**config.mk**
```make
export PLATFORM = sky130hd
export DESIGN_NAME = pd_src_pe
export DESIGN_NICKNAME = d
export VERILOG_FILES = /design/src/pd_sync2.v /design/src/pd_tmr.v /design/src/pd_src_pe.v
export VERILOG_INCLUDE_DIRS = /design/src /design/src/src
export SDC_FILE = /design/constraint.sdc
export NUM_CORES = 1
export LEC_CHECK = 0
export ABC_AREA = 1
export BUFFER_PORTS_ARGS = -buffer_cell sky130_fd_sc_hd__buf_2
export CAP_MARGIN = 40
export CORE_UTILIZATION = 60
export CTS_BUF_LIST = sky130_fd_sc_hd__clkbuf_2
export DETAILED_ROUTE_END_ITERATION = 8
export PLACE_DENSITY = 0.8
export REMOVE_ABC_BUFFERS = 1
export SYNTH_ARGS = -nofsm -noshare
export SYNTH_HDL_FRONTEND = slang
export SYNTH_SLANG_ARGS = --single-unit
export TNS_END_PERCENT = 5
```
**constraint.sdc**
```tcl
create_clock -name clk_i -period 3.4 [get_ports clk_i]
set_clock_uncertainty 0.05 [all_clocks]
set_input_delay 0.51 -clock clk_i [delete_from_list [all_inputs] [get_ports clk_i]]
set_output_delay 0.51 -clock clk_i [all_outputs]
set_load 0.01 [all_outputs]
```
**src/pd_src_consts.vh**
```
// Constants for the source policy engine: register map, fields, timing and limits.
`ifndef PD_SRC_CONSTS_VH
`define PD_SRC_CONSTS_VH

// Clock rate in hertz and in cycles per microsecond.
`define PD_CLK_HZ          40000000
`define PD_CYC_PER_US      (`PD_CLK_HZ / 1000000)

// Timer periods in microseconds (plain defaults).
`define PD_T_SRC_CAP_US    150000
`define PD_T_SEND_RESP_US  27000
`define PD_T_NO_RESP_US    5000000
`define PD_T_SWAP_START_US 20000

// Retry limits (plain defaults).
`define PD_N_CAPS          50
`define PD_N_HARD_RESET    2

// Register byte offsets.
`define PD_REG_CTRL        4'h0
`define PD_REG_STATUS      4'h4
`define PD_REG_CAPS        4'h8

// Control register fields.
`define PD_CTRL_TYPE_C     0
`define PD_CTRL_INS_DET    1
`define PD_CTRL_OPT_DIS    2
`define PD_CTRL_UNRESP_DIS 3
`define PD_CTRL_HR_REQ     4
`define PD_CTRL_SWAP       5
`define PD_CTRL_RESET      32'h0000_0000

// Status register fields.
`define PD_ST_STATE_LSB    0
`define PD_ST_PD_CONN      8
`define PD_ST_ATTACH_PD    9
`define PD_ST_PLUG         10
`define PD_ST_CAPS_LSB     16
`define PD_ST_HR_LSB       24

// Capabilities word reset value.
`define PD_CAPS_RESET      32'h0000_0000

`endif

```
**src/pd_sync2.v**
```verilog
// Two-flop synchroniser for a level arriving from a pin.
`timescale 1ns/1ps
module pd_sync2 (
    // Clock and reset.
    input  wire clk_i,
    input  wire rst_b_i,
    // Asynchronous level in, synchronised level out.
    input  wire d_i,
    output reg  q_o
);
    reg meta_r; // First stage, read only by the second stage.

    // Two stages; the first flop feeds nothing but the second.
    always @(posedge clk_i) begin
        if (!rst_b_i) begin
            meta_r <= 1'b0;
            q_o    <= 1'b0;
        end else begin
            meta_r <= d_i;
            q_o    <= meta_r;
        end
    end
endmodule

```
**src/pd_tmr.v**
```verilog
// Down-counting one-shot timer with a sticky expiry level.
`timescale 1ns/1ps
module pd_tmr #(
    parameter W   = 32,
    parameter CNT = 1000
) (
    // Clock and reset.
    input  wire clk_i,
    input  wire rst_b_i,
    // Load and run, or stop and clear.
    input  wire load_i,
    input  wire stop_i,
    // Expiry level, high from timeout until the next load or stop.
    output reg  done_o
);
    reg [W-1:0] cnt_r; // Cycles left.
    reg         run_r; // Timer is counting.

    // Load wins over stop; expiry stays set until the owner clears it.
    always @(posedge clk_i) begin
        if (!rst_b_i) begin
            cnt_r  <= {W{1'b0}};
            run_r  <= 1'b0;
            done_o <= 1'b0;
        end else if (load_i) begin
            cnt_r  <= CNT[W-1:0] - {{(W-1){1'b0}}, 1'b1};
            run_r  <= 1'b1;
            done_o <= 1'b0;
        end else if (stop_i) begin
            run_r  <= 1'b0;
            done_o <= 1'b0;
        end else if (run_r) begin
            if (cnt_r == {W{1'b0}}) begin
                run_r  <= 1'b0;
                done_o <= 1'b1;
            end else begin
                cnt_r <= cnt_r - {{(W-1){1'b0}}, 1'b1};
            end
        end
    end
endmodule

```
**src/pd_src_pe.v**
```verilog
// Source policy engine: startup, discovery, send-capabilities, disabled, error paths.
//
// Added by the designer: the register addresses and the Avalon-MM slave port.
`include "pd_src_consts.vh"
`timescale 1ns/1ps
//
// Function
// - Start in startup after power-up or hard reset.
// - Startup entry clears caps count, resets protocol.
// - Protocol reset clears message ID state.
// - First start: go send caps after reset.
// - After swap: wait swap timer first.
// - Insertion detect: hold startup until plug attached.
// - Discovery entry loads the source capability timer.
// - Capability timeout, count within limit: send caps.
// - Optionally disable when limit exceeded, unconnected.
// - No response, limit exceeded, never connected: disable.
// - Disabled acts unattached until detach and reattach.
// - Previously connected Type-C port: error recovery.
// - Send caps entry: fetch, transmit, count up.
// - GoodCRC: stop no-response, clear counters, start response.
// - Hard reset count cleared only here, power-up.
// - Request received: go negotiate capability.
// - Send failed, not connected: back to discovery.
// - Response timeout: go to hard reset.
// - Unresponsive sink: go discovery or disabled.
// - State timers run only inside their state.
// - Protocol first, then timeouts, then hard reset requests; swap requests win.
// - No response within limit, or request: hard reset.
module pd_src_pe #(
    parameter CAPS_W       = 6,
    parameter HR_W         = 4,
    parameter N_CAPS       = `PD_N_CAPS,
    parameter N_HR         = `PD_N_HARD_RESET,
    parameter SRC_CAP_CYC  = `PD_T_SRC_CAP_US * `PD_CYC_PER_US,
    parameter SEND_RSP_CYC = `PD_T_SEND_RESP_US * `PD_CYC_PER_US,
    parameter NO_RSP_CYC   = `PD_T_NO_RESP_US * `PD_CYC_PER_US,
    parameter SWAP_CYC     = `PD_T_SWAP_START_US * `PD_CYC_PER_US
) (
    // Clock and reset.
    input  wire        clk_i,
    input  wire        rst_b_i,
    // Avalon-MM register slave.
    input  wire [3:0]  avs_address_i,
    input  wire        avs_read_i,
    input  wire        avs_write_i,
    input  wire [31:0] avs_writedata_i,
    input  wire [3:0]  avs_byteenable_i,
    output reg  [31:0] avs_readdata_o,
    output reg         avs_waitrequest_o,
    // Protocol layer indications, same clock.
    input  wire        prl_reset_done_i,
    input  wire        tx_goodcrc_i,
    input  wire        tx_fail_i,
    input  wire        rx_request_i,
    input  wire        hard_reset_done_i,
    // Plug attach pin, asynchronous.
    input  wire        plug_attached_i,
    // Protocol layer requests and state view.
    output reg         prl_reset_o,
    output reg         tx_caps_o,
    output reg  [31:0] tx_caps_data_o,
    output reg         hard_reset_o,
    output reg         err_recovery_o,
    output reg  [2:0]  state_o
);
    // Engine states.
    localparam [2:0] ST_STARTUP   = 3'd0;
    localparam [2:0] ST_DISCOVERY = 3'd1;
    localparam [2:0] ST_SEND_CAPS = 3'd2;
    localparam [2:0] ST_DISABLED  = 3'd3;
    localparam [2:0] ST_NEGOTIATE = 3'd4;
    localparam [2:0] ST_HARD_RST  = 3'd5;
    localparam [2:0] ST_ERR_REC   = 3'd6;

    // Register file.
    reg  [31:0]       ctrl_r;      // Control bits, pulse bits read back as zero.
    reg  [31:0]       caps_r;      // Capabilities word handed to the protocol layer.
    reg               hr_req_r;    // One-cycle hard reset request from software.
    reg               swap_req_r;  // One-cycle power role swap restart from software.
    // Engine state.
    reg  [2:0]        state_r;     // Present state.
    reg  [2:0]        state_nxt;   // Next state.
    reg               swap_entry_r;// Startup was entered after a role swap.
    reg               prl_done_r;  // Protocol reset completed since startup entry.
    reg               pd_conn_r;   // Partners presently PD connected.
    reg               attach_pd_r; // PD connected at some time in this attachment.
    reg               detached_r;  // Detach seen while disabled or in recovery.
    reg  [CAPS_W-1:0] caps_cnt_r;  // Capabilities messages sent.
    reg  [HR_W-1:0]   hr_cnt_r;    // Hard resets issued.
    reg               nr_stop;     // Stop the no-response timer this cycle.
    wire              plug_s;      // Synchronised plug level.
    wire              cap_done;    // Source capability timer expired.
    wire              rsp_done;    // Sender response timer expired.
    wire              nr_done;     // No-response timer expired.
    wire              swp_done;    // Swap start timer expired.
    wire              restart;     // Outside event that re-enters startup.
    wire              enter;       // A state is being entered this cycle.
    wire              wr_go;       // Bus write takes effect this edge.
    wire              hr_over;     // Hard reset count beyond its limit.
    wire              caps_over;   // Capabilities count beyond its limit.
    wire              type_c;      // Port is Type-C.

    assign type_c    = ctrl_r[`PD_CTRL_TYPE_C];
    assign hr_over   = hr_cnt_r > N_HR;
    assign caps_over = caps_cnt_r > N_CAPS;
    assign restart   = hard_reset_done_i | swap_req_r;
    assign enter     = (state_nxt != state_r) | restart;
    assign wr_go     = avs_write_i & ~avs_waitrequest_o;

    // Synchronise the plug pin before any logic reads it.
    pd_sync2 u_plug_sync (
        .clk_i   (clk_i),
        .rst_b_i (rst_b_i),
        .d_i     (plug_attached_i),
        .q_o     (plug_s)
    );

    // Capability timer lives only in discovery.
    pd_tmr #(.W(32), .CNT(SRC_CAP_CYC)) u_cap_tmr (
        .clk_i   (clk_i),
        .rst_b_i (rst_b_i),
        .load_i  (enter & (state_nxt == ST_DISCOVERY)),
        .stop_i  (state_nxt != ST_DISCOVERY),
        .done_o  (cap_done)
    );

    // Response timer lives only in send-capabilities, started by GoodCRC.
    pd_tmr #(.W(32), .CNT(SEND_RSP_CYC)) u_rsp_tmr (
        .clk_i   (clk_i),
        .rst_b_i (rst_b_i),
        .load_i  ((state_r == ST_SEND_CAPS) & tx_goodcrc_i & ~enter),
        .stop_i  (state_nxt != ST_SEND_CAPS),
        .done_o  (rsp_done)
    );

    // No-response timer spans states; started when a hard reset completes.
    pd_tmr #(.W(32), .CNT(NO_RSP_CYC)) u_nr_tmr (
        .clk_i   (clk_i),
        .rst_b_i (rst_b_i),
        .load_i  (hard_reset_done_i),
        .stop_i  (nr_stop),
        .done_o  (nr_done)
    );

    // Swap timer lives only in startup entered after a role swap.
    pd_tmr #(.W(32), .CNT(SWAP_CYC)) u_swp_tmr (
        .clk_i   (clk_i),
        .rst_b_i (rst_b_i),
        .load_i  (swap_req_r),
        .stop_i  (state_nxt != ST_STARTUP),
        .done_o  (swp_done)
    );

    // Next state; within each state protocol events are tested first,
    // then timeouts, then hard reset requests; a role swap request wins over all.
    always @* begin
        state_nxt = state_r;
        nr_stop   = 1'b0;
        case (state_r)
            ST_STARTUP: begin
                // Hold while no plug is seen on an insertion detect port.
                if (ctrl_r[`PD_CTRL_INS_DET] & ~plug_s) begin
                    state_nxt = ST_STARTUP;
                end else if (swap_entry_r) begin
                    if (swp_done) begin
                        state_nxt = ST_SEND_CAPS;
                    end
                end else if (prl_done_r) begin
                    state_nxt = ST_SEND_CAPS;
                end
            end
            ST_DISCOVERY: begin
                if (cap_done & ~caps_over) begin
                    state_nxt = ST_SEND_CAPS;
                end else if (nr_done & hr_over & type_c & attach_pd_r) begin
                    state_nxt = ST_ERR_REC;
                end else if (nr_done & hr_over) begin
                    state_nxt = ST_DISABLED;
                end else if (cap_done & ~pd_conn_r & ctrl_r[`PD_CTRL_OPT_DIS]) begin
                    state_nxt = ST_DISABLED;
                end
            end
            ST_SEND_CAPS: begin
                if (rx_request_i) begin
                    state_nxt = ST_NEGOTIATE;
                end else if (tx_goodcrc_i) begin
                    nr_stop = 1'b1;
                end else if (tx_fail_i & ~pd_conn_r) begin
                    state_nxt = ST_DISCOVERY;
                end else if (rsp_done) begin
                    state_nxt = ST_HARD_RST;
                end else if (nr_done & hr_over & type_c & attach_pd_r) begin
                    state_nxt = ST_ERR_REC;
                end else if (nr_done & hr_over) begin
                    nr_stop   = 1'b1;
                    state_nxt = ctrl_r[`PD_CTRL_UNRESP_DIS] ? ST_DISABLED : ST_DISCOVERY;
                end
            end
            ST_DISABLED, ST_ERR_REC: begin
                // Unattached behaviour until a detach and a reattach are seen.
                if (detached_r & plug_s) begin
                    state_nxt = ST_STARTUP;
                end
            end
            ST_NEGOTIATE, ST_HARD_RST: begin
                state_nxt = state_r;
            end
            default: begin
                state_nxt = ST_STARTUP;
            end
        endcase
        // Hard reset from most states; protocol and timer exits above win.
        if ((state_nxt == state_r) & (state_r != ST_HARD_RST) & (state_r != ST_DISABLED)
            & (state_r != ST_ERR_REC)) begin
            if ((nr_done & ~hr_over) | hr_req_r) begin
                state_nxt = ST_HARD_RST;
            end
        end
        // Hard reset completion or a role swap restarts the engine.
        if (restart) begin
            state_nxt = ST_STARTUP;
        end
    end

    // State register, entry actions and counters.
    always @(posedge clk_i) begin
        if (!rst_b_i) begin
            state_r        <= ST_STARTUP;
            swap_entry_r   <= 1'b0;
            prl_done_r     <= 1'b0;
            pd_conn_r      <= 1'b0;
            attach_pd_r    <= 1'b0;
            detached_r     <= 1'b0;
            caps_cnt_r     <= {CAPS_W{1'b0}};
            hr_cnt_r       <= {HR_W{1'b0}};
            prl_reset_o    <= 1'b1;
            tx_caps_o      <= 1'b0;
            tx_caps_data_o <= `PD_CAPS_RESET;
            hard_reset_o   <= 1'b0;
            err_recovery_o <= 1'b0;
            state_o        <= ST_STARTUP;
        end else begin
            state_r        <= state_nxt;
            state_o        <= state_nxt;
            prl_reset_o    <= 1'b0;
            tx_caps_o      <= 1'b0;
            hard_reset_o   <= 1'b0;
            err_recovery_o <= 1'b0;
            // Protocol reset completion is remembered until startup is next entered.
            if (enter & (state_nxt == ST_STARTUP)) begin
                prl_done_r <= 1'b0;
            end else if (prl_reset_done_i) begin
                prl_done_r <= 1'b1;
            end
            // Startup entry: clear the capabilities count, reset protocol layer.
            if (enter & (state_nxt == ST_STARTUP)) begin
                caps_cnt_r   <= {CAPS_W{1'b0}};
                prl_reset_o  <= 1'b1;
                swap_entry_r <= swap_req_r;
            end
            // Send-capabilities entry: latch, transmit and count.
            if (enter & (state_nxt == ST_SEND_CAPS)) begin
                tx_caps_data_o <= caps_r;
                tx_caps_o      <= 1'b1;
                if (~&caps_cnt_r) begin
                    caps_cnt_r <= caps_cnt_r + {{(CAPS_W-1){1'b0}}, 1'b1};
                end
            end
            // Acknowledged capabilities: connected, counters back to zero.
            if ((state_r == ST_SEND_CAPS) & tx_goodcrc_i & ~enter) begin
                caps_cnt_r  <= {CAPS_W{1'b0}};
                hr_cnt_r    <= {HR_W{1'b0}};
                pd_conn_r   <= 1'b1;
                attach_pd_r <= 1'b1;
            end
            // Hard reset entry: signal it, count it, drop the connection.
            if (enter & (state_nxt == ST_HARD_RST)) begin
                hard_reset_o <= 1'b1;
                pd_conn_r    <= 1'b0;
                if (~&hr_cnt_r) begin
                    hr_cnt_r <= hr_cnt_r + {{(HR_W-1){1'b0}}, 1'b1};
                end
            end
            if (enter & (state_nxt == ST_ERR_REC)) begin
                err_recovery_o <= 1'b1;
            end
            // Detach tracking for the unattached states.
            if (enter & ((state_nxt == ST_DISABLED) | (state_nxt == ST_ERR_REC))) begin
                detached_r <= 1'b0;
            end else if (~plug_s) begin
                detached_r  <= 1'b1;
                attach_pd_r <= 1'b0;
                pd_conn_r   <= 1'b0;
            end
        end
    end

    // Readback value for a register offset.
    function [31:0] rd_mux;
        input [3:0] addr;
        begin
            case (addr)
                `PD_REG_CTRL:   rd_mux = ctrl_r;
                `PD_REG_CAPS:   rd_mux = caps_r;
                `PD_REG_STATUS: begin
                    rd_mux = 32'h0000_0000;
                    rd_mux[`PD_ST_STATE_LSB +: 3]     = state_r;
                    rd_mux[`PD_ST_PD_CONN]            = pd_conn_r;
                    rd_mux[`PD_ST_ATTACH_PD]          = attach_pd_r;
                    rd_mux[`PD_ST_PLUG]               = plug_s;
                    rd_mux[`PD_ST_CAPS_LSB +: CAPS_W] = caps_cnt_r;
                    rd_mux[`PD_ST_HR_LSB +: HR_W]     = hr_cnt_r;
                end
                default:        rd_mux = 32'h0000_0000;
            endcase
        end
    endfunction

    // Byte-lane merge of a write into an old word.
    function [31:0] be_merge;
        input [31:0] old;
        input [31:0] wd;
        input [3:0]  be;
        integer      i;
        begin
            be_merge = old;
            for (i = 0; i < 4; i = i + 1) begin
                if (be[i]) begin
                    be_merge[i*8 +: 8] = wd[i*8 +: 8];
                end
            end
        end
    endfunction

    // Avalon slave: one wait cycle, then the access completes.
    always @(posedge clk_i) begin
        if (!rst_b_i) begin
            ctrl_r            <= `PD_CTRL_RESET;
            caps_r            <= `PD_CAPS_RESET;
            hr_req_r          <= 1'b0;
            swap_req_r        <= 1'b0;
            avs_waitrequest_o <= 1'b1;
            avs_readdata_o    <= 32'h0000_0000;
        end else begin
            hr_req_r   <= 1'b0;
            swap_req_r <= 1'b0;
            if ((avs_read_i | avs_write_i) & avs_waitrequest_o) begin
                // First cycle of a request: answer on the next edge.
                avs_waitrequest_o <= 1'b0;
                avs_readdata_o    <= avs_read_i ? rd_mux(avs_address_i) : 32'h0000_0000;
            end else begin
                avs_waitrequest_o <= 1'b1;
            end
            if (wr_go & (avs_address_i == `PD_REG_CTRL)) begin
                ctrl_r <= be_merge(ctrl_r, avs_writedata_i, avs_byteenable_i)
                          & 32'h0000_000F;
                if (avs_byteenable_i[0]) begin
                    hr_req_r   <= avs_writedata_i[`PD_CTRL_HR_REQ];
                    swap_req_r <= avs_writedata_i[`PD_CTRL_SWAP];
                end
            end
            if (wr_go & (avs_address_i == `PD_REG_CAPS)) begin
                caps_r <= be_merge(caps_r, avs_writedata_i, avs_byteenable_i);
            end
        end
    end
endmodule

```
==> impl_metrics.sql <==
INSERT INTO impl_metrics (metric_group, metric, value, unit) VALUES
('status', 'status', 'finished with violations', ''),
('status', 'violations', 'DRC', ''),
('setup_path', 'worstPathMaxFanout', '35', ''),
('setup_path', 'critical_path.slowest_cell', 'sky130_fd_sc_hd__dfxtp_1', ''),
('timing', 'tightestPinTransition', '0.829', 'ns'),
('timing', 'max-slew-margin-rel', '0.448', ''),
('global_route', 'maximum_number_of_pins_on_one_net_before_global_route_repair', '83', ''),
('layout', 'final_nets', '2247', ''),
('min_path', 'hold_path.class', 'in2reg', ''),
('logic_synthesis', 'postSynthCellCount', '1999', ''),
('clock_tree', 'clkSlewWorstSetupHoldPaths', '0.11', 'ns'),
('layout', 'final_util', '0.699', ''),
('setup_path', 'path_common_cell', 'sky130_fd_sc_hd__nand2_1', ''),
('timing', 'setup_repair_after_global_routing_missed_its_margin', 'no', ''),
('die', 'die_x', '152', 'um'),
('setup_path', 'worstPathRequired', '4.10', 'ns'),
('die', 'coreArea', '22000', 'um2'),
('global_route', 'wire_length_of_the_first_global_routing_pass', '60.5', 'mm'),
('layout', 'area.sequential', '5270', 'um2'),
('setup_path', 'worst-endpoint-arrival', '3.81', 'ns'),
('setup_path', 'timing.critical_path.from_type', 'flip-flop', ''),
('pwr', 'powerDensity', '389', 'nW/um2'),
('die', 'floorplan.die.height', '152', 'um'),
('drt', 'drt_drc_violations_left', '12', ''),
('drt', 'vias_per_cell', '5.50', ''),
('global_route', 'antenna_found_initial', '1', ''),
('logic_synthesis', 'post_synthesis_cell_area', '13500', 'um2'),
('pwr', 'sw_frac_of_total', '0.288', ''),
('clock_tree', 'clkLatencyLatePin', '0.87', 'ns'),
('setup_path', 'critPathTopFamily', 'simple AND/OR/NAND/NOR gates', ''),
('pwr', 'power_frac_comb', '0.093', ''),
('logic_synthesis', 'yosysWarningCount', '0', ''),
('die', 'placementRows', '54', ''),
('layout', 'areaGrowthSynthToFinish', '13.8', '%'),
('place', 'dpl.cell_count', '2363', ''),
('place', 'detailed_place_hpwl', '25.6', 'mm'),
('layout', 'final_layout_size_suffix_gt1_frac', '0.143', ''),
('timing', 'fmax', '321', 'MHz'),
('clock_tree', 'cts_buffers', '68', ''),
('clock_tree', 'cts_root_buffer', 'sky130_fd_sc_hd__clkbuf_2', ''),
('logic_synthesis', 'synth.lib_cells_used.distinct', '50', ''),
('layout', 'number_of_fill_cells_in_the_layout', '1907', ''),
('timing', 'maxSlewViolCount', '0', ''),
('timing', 'setup-tns-final', '0', 'ns'),
('clock_tree', 'cts_setup_buffers', '0', ''),
('flow_run', 'cap_violations', '0', ''),
('setup_path', 'critPathKind', 'reg2reg', ''),
('pwr', 'power.share.clock', '0.378', ''),
('timing', 'setup_viol', '0', ''),
('die', 'start_util', '0.614', ''),
('drt', 'drt_pre_antenna_iters', '9', ''),
('drt', 'detail_route.wl_per_cell', '14.5', 'um'),
('pwr', 'power.static_leakage', '7.33', 'nW'),
('layout', 'multi_input_area', '7240', 'um2'),
('timing', 'layout_min_cycle_time', '3.11', 'ns'),
('drt', 'total_wirelength', '36.7', 'mm'),
('logic_synthesis', 'synth.ff_latch_count', '263', ''),
('place', 'portBuffers', '121', ''),
('pwr', 'power_switching', '0.00172', 'W'),
('clock_tree', 'max-clock-path-buffers', '3', ''),
('setup_path', 'cp_num_buf_inv', '3', ''),
('pwr', 'p_seq_frac', '0.530', ''),
('setup_path', 'cp-end-kind', 'flip-flop', ''),
('clock_tree', 'cts-htree-levels', '3', ''),
('clock_tree', 'clock_sink_count', '263', ''),
('logic_synthesis', 'syn_avg_cell_area', '6.75', 'um2'),
('pwr', 'power_report.internal_total', '0.00426', 'W'),
('die', 'die-area', '23100', 'um2'),
('pwr', 'vdd_drop_max', '0.000277', 'V'),
('clock_tree', 'cts_tree', 'built', ''),
('global_route', 'gr-usage-all-layers', '0.313', ''),
('timing', 'hold_vio_cnt_final', '0', ''),
('layout', 'layout.cells.non_filler', '2521', ''),
('setup_path', 'timing.critical_path.slowest_cell_delay', '0.38', 'ns'),
('global_route', 'grt_overflow_total', '0', ''),
('logic_synthesis', 'synth_seq_area_share', '0.390', ''),
('die', 'ios', '122', ''),
('setup_path', 'crit_path_cell_trace', 'inv_1, ha_1, inv_1, nand2_1, nand2_2, nand3_2, nand3_1, nand2_1, nor2_4, nand2_2, nand3_2, nand2_1, a21oi_2, nand3_4, nand2_4, buf_4, o21ai_0, nor2_1', ''),
('drt', 'drt_first_iter_violations', '1200', ''),
('drt', 'vias', '13900', ''),
('timing', 'final_min_period_over_clock_period', '0.916', ''),
('drt', 'post_route_ant_nets', '0', ''),
('place', 'routabilityCongestion', '0.954', ''),
('global_route', 'via_count_of_the_first_global_routing_pass', '13000', '');
## path summary, 6_finish.rpt
kind | startpoint | to | slack [ns] | cells past startpoint
worst max-delay path | hr_cnt_r[0] | tx_caps_data_o[29] | 0.29 | 18
worst min-delay path | avs_address_i[3] | avs_readdata_o[23] | 0.11 | 5
worst max register to register | hr_cnt_r[0] | tx_caps_data_o[29] | 0.29 | 18
worst min register to register | caps_r[28] | avs_readdata_o[28] | 0.41 | 2
## worst register-to-register path, cell delays in order, from the launching register on
cell                      delay [ns]
sky130_fd_sc_hd__dfxtp_1        0.38
sky130_fd_sc_hd__inv_1          0.08
sky130_fd_sc_hd__ha_1           0.19
sky130_fd_sc_hd__inv_1          0.05
sky130_fd_sc_hd__nand2_1        0.07
sky130_fd_sc_hd__nand2_2        0.09
sky130_fd_sc_hd__nand3_2        0.10
sky130_fd_sc_hd__nand3_1        0.11
sky130_fd_sc_hd__nand2_1        0.09
sky130_fd_sc_hd__nor2_4         0.16
sky130_fd_sc_hd__nand2_2        0.09
sky130_fd_sc_hd__nand3_2        0.15
sky130_fd_sc_hd__nand2_1        0.15
sky130_fd_sc_hd__a21oi_2        0.26
sky130_fd_sc_hd__nand3_4        0.25
sky130_fd_sc_hd__nand2_4        0.14
sky130_fd_sc_hd__buf_4          0.35
sky130_fd_sc_hd__o21ai_0        0.14
sky130_fd_sc_hd__nor2_1         0.14
## layout by cell type (no fill, tap or decap), types with 3 or more instances in the layout
cell | Yosys | final
sky130_fd_sc_hd__dlygate4sd3_1 | 0 | 36
sky130_fd_sc_hd__a31oi_1 | 9 | 9
sky130_fd_sc_hd__buf_4 | 5 | 24
sky130_fd_sc_hd__a21oi_1 | 140 | 140
sky130_fd_sc_hd__nand3_2 | 5 | 5
sky130_fd_sc_hd__nor2_2 | 4 | 4
sky130_fd_sc_hd__nand4_1 | 32 | 32
sky130_fd_sc_hd__nand3b_1 | 6 | 6
sky130_fd_sc_hd__o21ai_0 | 104 | 104
sky130_fd_sc_hd__inv_2 | 11 | 13
sky130_fd_sc_hd__ha_1 | 8 | 8
sky130_fd_sc_hd__a22o_1 | 7 | 7
sky130_fd_sc_hd__a31o_2 | 3 | 3
sky130_fd_sc_hd__inv_1 | 169 | 168
sky130_fd_sc_hd__or2_2 | 5 | 5
sky130_fd_sc_hd__xnor2_1 | 46 | 46
sky130_fd_sc_hd__clkbuf_2 | 1 | 99
sky130_fd_sc_hd__dfxtp_1 | 263 | 263
sky130_fd_sc_hd__o211ai_1 | 3 | 3
sky130_fd_sc_hd__nand2_2 | 11 | 10
sky130_fd_sc_hd__nand2_4 | 5 | 6
sky130_fd_sc_hd__and3_1 | 3 | 3
sky130_fd_sc_hd__clkinvlp_4 | 0 | 3
sky130_fd_sc_hd__clkinv_1 | 3 | 19
sky130_fd_sc_hd__nor2_1 | 409 | 409
sky130_fd_sc_hd__buf_2 | 17 | 121
sky130_fd_sc_hd__o21ai_1 | 8 | 7
sky130_fd_sc_hd__a21oi_2 | 12 | 12
sky130_fd_sc_hd__nand2_1 | 425 | 425
sky130_fd_sc_hd__nor3_1 | 52 | 50
sky130_fd_sc_hd__a221o_1 | 3 | 3
sky130_fd_sc_hd__nand3_1 | 114 | 114
sky130_fd_sc_hd__nor4_1 | 19 | 18
sky130_fd_sc_hd__xor2_1 | 38 | 38
## metrics by stage
stage / hold WS (ns) / total power [W] / cell area [um2] / worst slack [ns]
floorplan: 0.340 / 0.00356 / 13200 / 0.375
global placement: 0.396 / 0.00374 / 14300 / 0.440
detailed placement: 0.393 / 0.00375 / 14300 / 0.323
CTS: 0.0538 / 0.00601 / 15300 / 0.287
global route: 0.0906 / 0.00623 / 15400 / 0.0146
finish: 0.105 / 0.00598 / 15400 / 0.287
## cell usage after synthesis, drive strengths merged
| library cell | number | area [um2] |
|---|---|---|
| nor4 | 20 | 140 |
| xor2 | 38 | 333 |
| or4 | 1 | 7.51 |
| and2 | 2 | 12.5 |
| dfxtp | 263 | 5270 |
| or3 | 1 | 6.26 |
| a31oi | 9 | 56.3 |
| a21oi | 152 | 806 |
| o41ai | 1 | 8.76 |
| o21bai | 1 | 7.51 |
| nand2 | 441 | 1720 |
| nand3b | 6 | 45.0 |
| nor2 | 416 | 1610 |
| buf | 32 | 205 |
| a22o | 7 | 61.3 |
| clkinv | 3 | 11.3 |
| nor3 | 54 | 293 |
| nor3b | 2 | 15.0 |
| xnor2 | 46 | 403 |
| a31o | 3 | 26.3 |
| o21ai | 112 | 561 |
| nand4 | 33 | 221 |
| nand3 | 120 | 638 |
| a221oi | 2 | 17.5 |
| a221o | 3 | 30.0 |
| or2 | 5 | 31.3 |
| inv | 180 | 676 |
| o211ai | 4 | 35.0 |
| ha | 8 | 100 |
| o2111ai | 1 | 8.76 |
| and3 | 3 | 18.8 |
| clkbuf | 30 | 114 |
## cells by family after synthesis
| family | count (synthesis) | synth area share |
|---|---|---|
| XOR/XNOR | 84 | 0.0546 |
| adder cells (fa/ha/maj) | 8 | 0.00742 |
| buffers and inverters | 245 | 0.0746 |
| flip-flops | 263 | 0.390 |
| AND/OR/NAND/NOR | 1104 | 0.353 |
| AO/OA/AOI/OAI | 295 | 0.120 |
## metal layers
layer	global-route usage	wire [um]	vias up	share of wire
met5	0	0	-	0
met4	0.153	1140	0	0.031
met3	0.0522	2370	103	0.065
met2	0.529	17400	507	0.47
met1	0.387	15700	6370	0.43
li1	-	-	6878	-
## area by class of cell
| type | count | area share |
|---|---|---|
| Antenna cell | 1 | 0.000163 |
| Clock buffer | 99 | 0.0323 |
| Clock inverter | 22 | 0.00954 |
| Inverter | 183 | 0.0447 |
| Multi-Input combinational cell | 1491 | 0.472 |
| Sequential cell | 263 | 0.343 |
| Tap cell | 280 | 0.0228 |
| Timing Repair Buffer | 182 | 0.0760 |
## timing repair
item / 4_1_cts / 5_1_grt
endpoints found under the setup margin: 0 / 1
gates resized for setup: 0 / 1
hold endpoints to repair: 43 / 0
hold buffers: 36 / 0
## power groups by stage
| stage | registers, W | logic [W] | clock network, W |
|---|---|---|---|
| 2_1_floorplan | 0.00323 | 0.000321 | 0 |
| 3_3_place_gp | 0.00323 | 0.000501 | 0 |
| 3_5_place_dp | 0.00324 | 0.000512 | 0 |
| 4_1_cts | 0.00316 | 0.000547 | 0.00230 |
| 5_1_grt | 0.00317 | 0.000612 | 0.00244 |
| 6_report | 0.00317 | 0.000555 | 0.00226 |
## state kept, by name, summed over array words and instances (netlist names), 3 cells and up
signal           cells
u_cap_tmr.cnt_r     32
state_r              3
u_swp_tmr.cnt_r     32
u_nr_tmr.cnt_r      32
u_rsp_tmr.cnt_r     32
avs_readdata_o      32
hr_cnt_r             4
caps_cnt_r           6
tx_caps_data_o      32
ctrl_r               4
caps_r              32
Power figures use the tool's default switching activity.
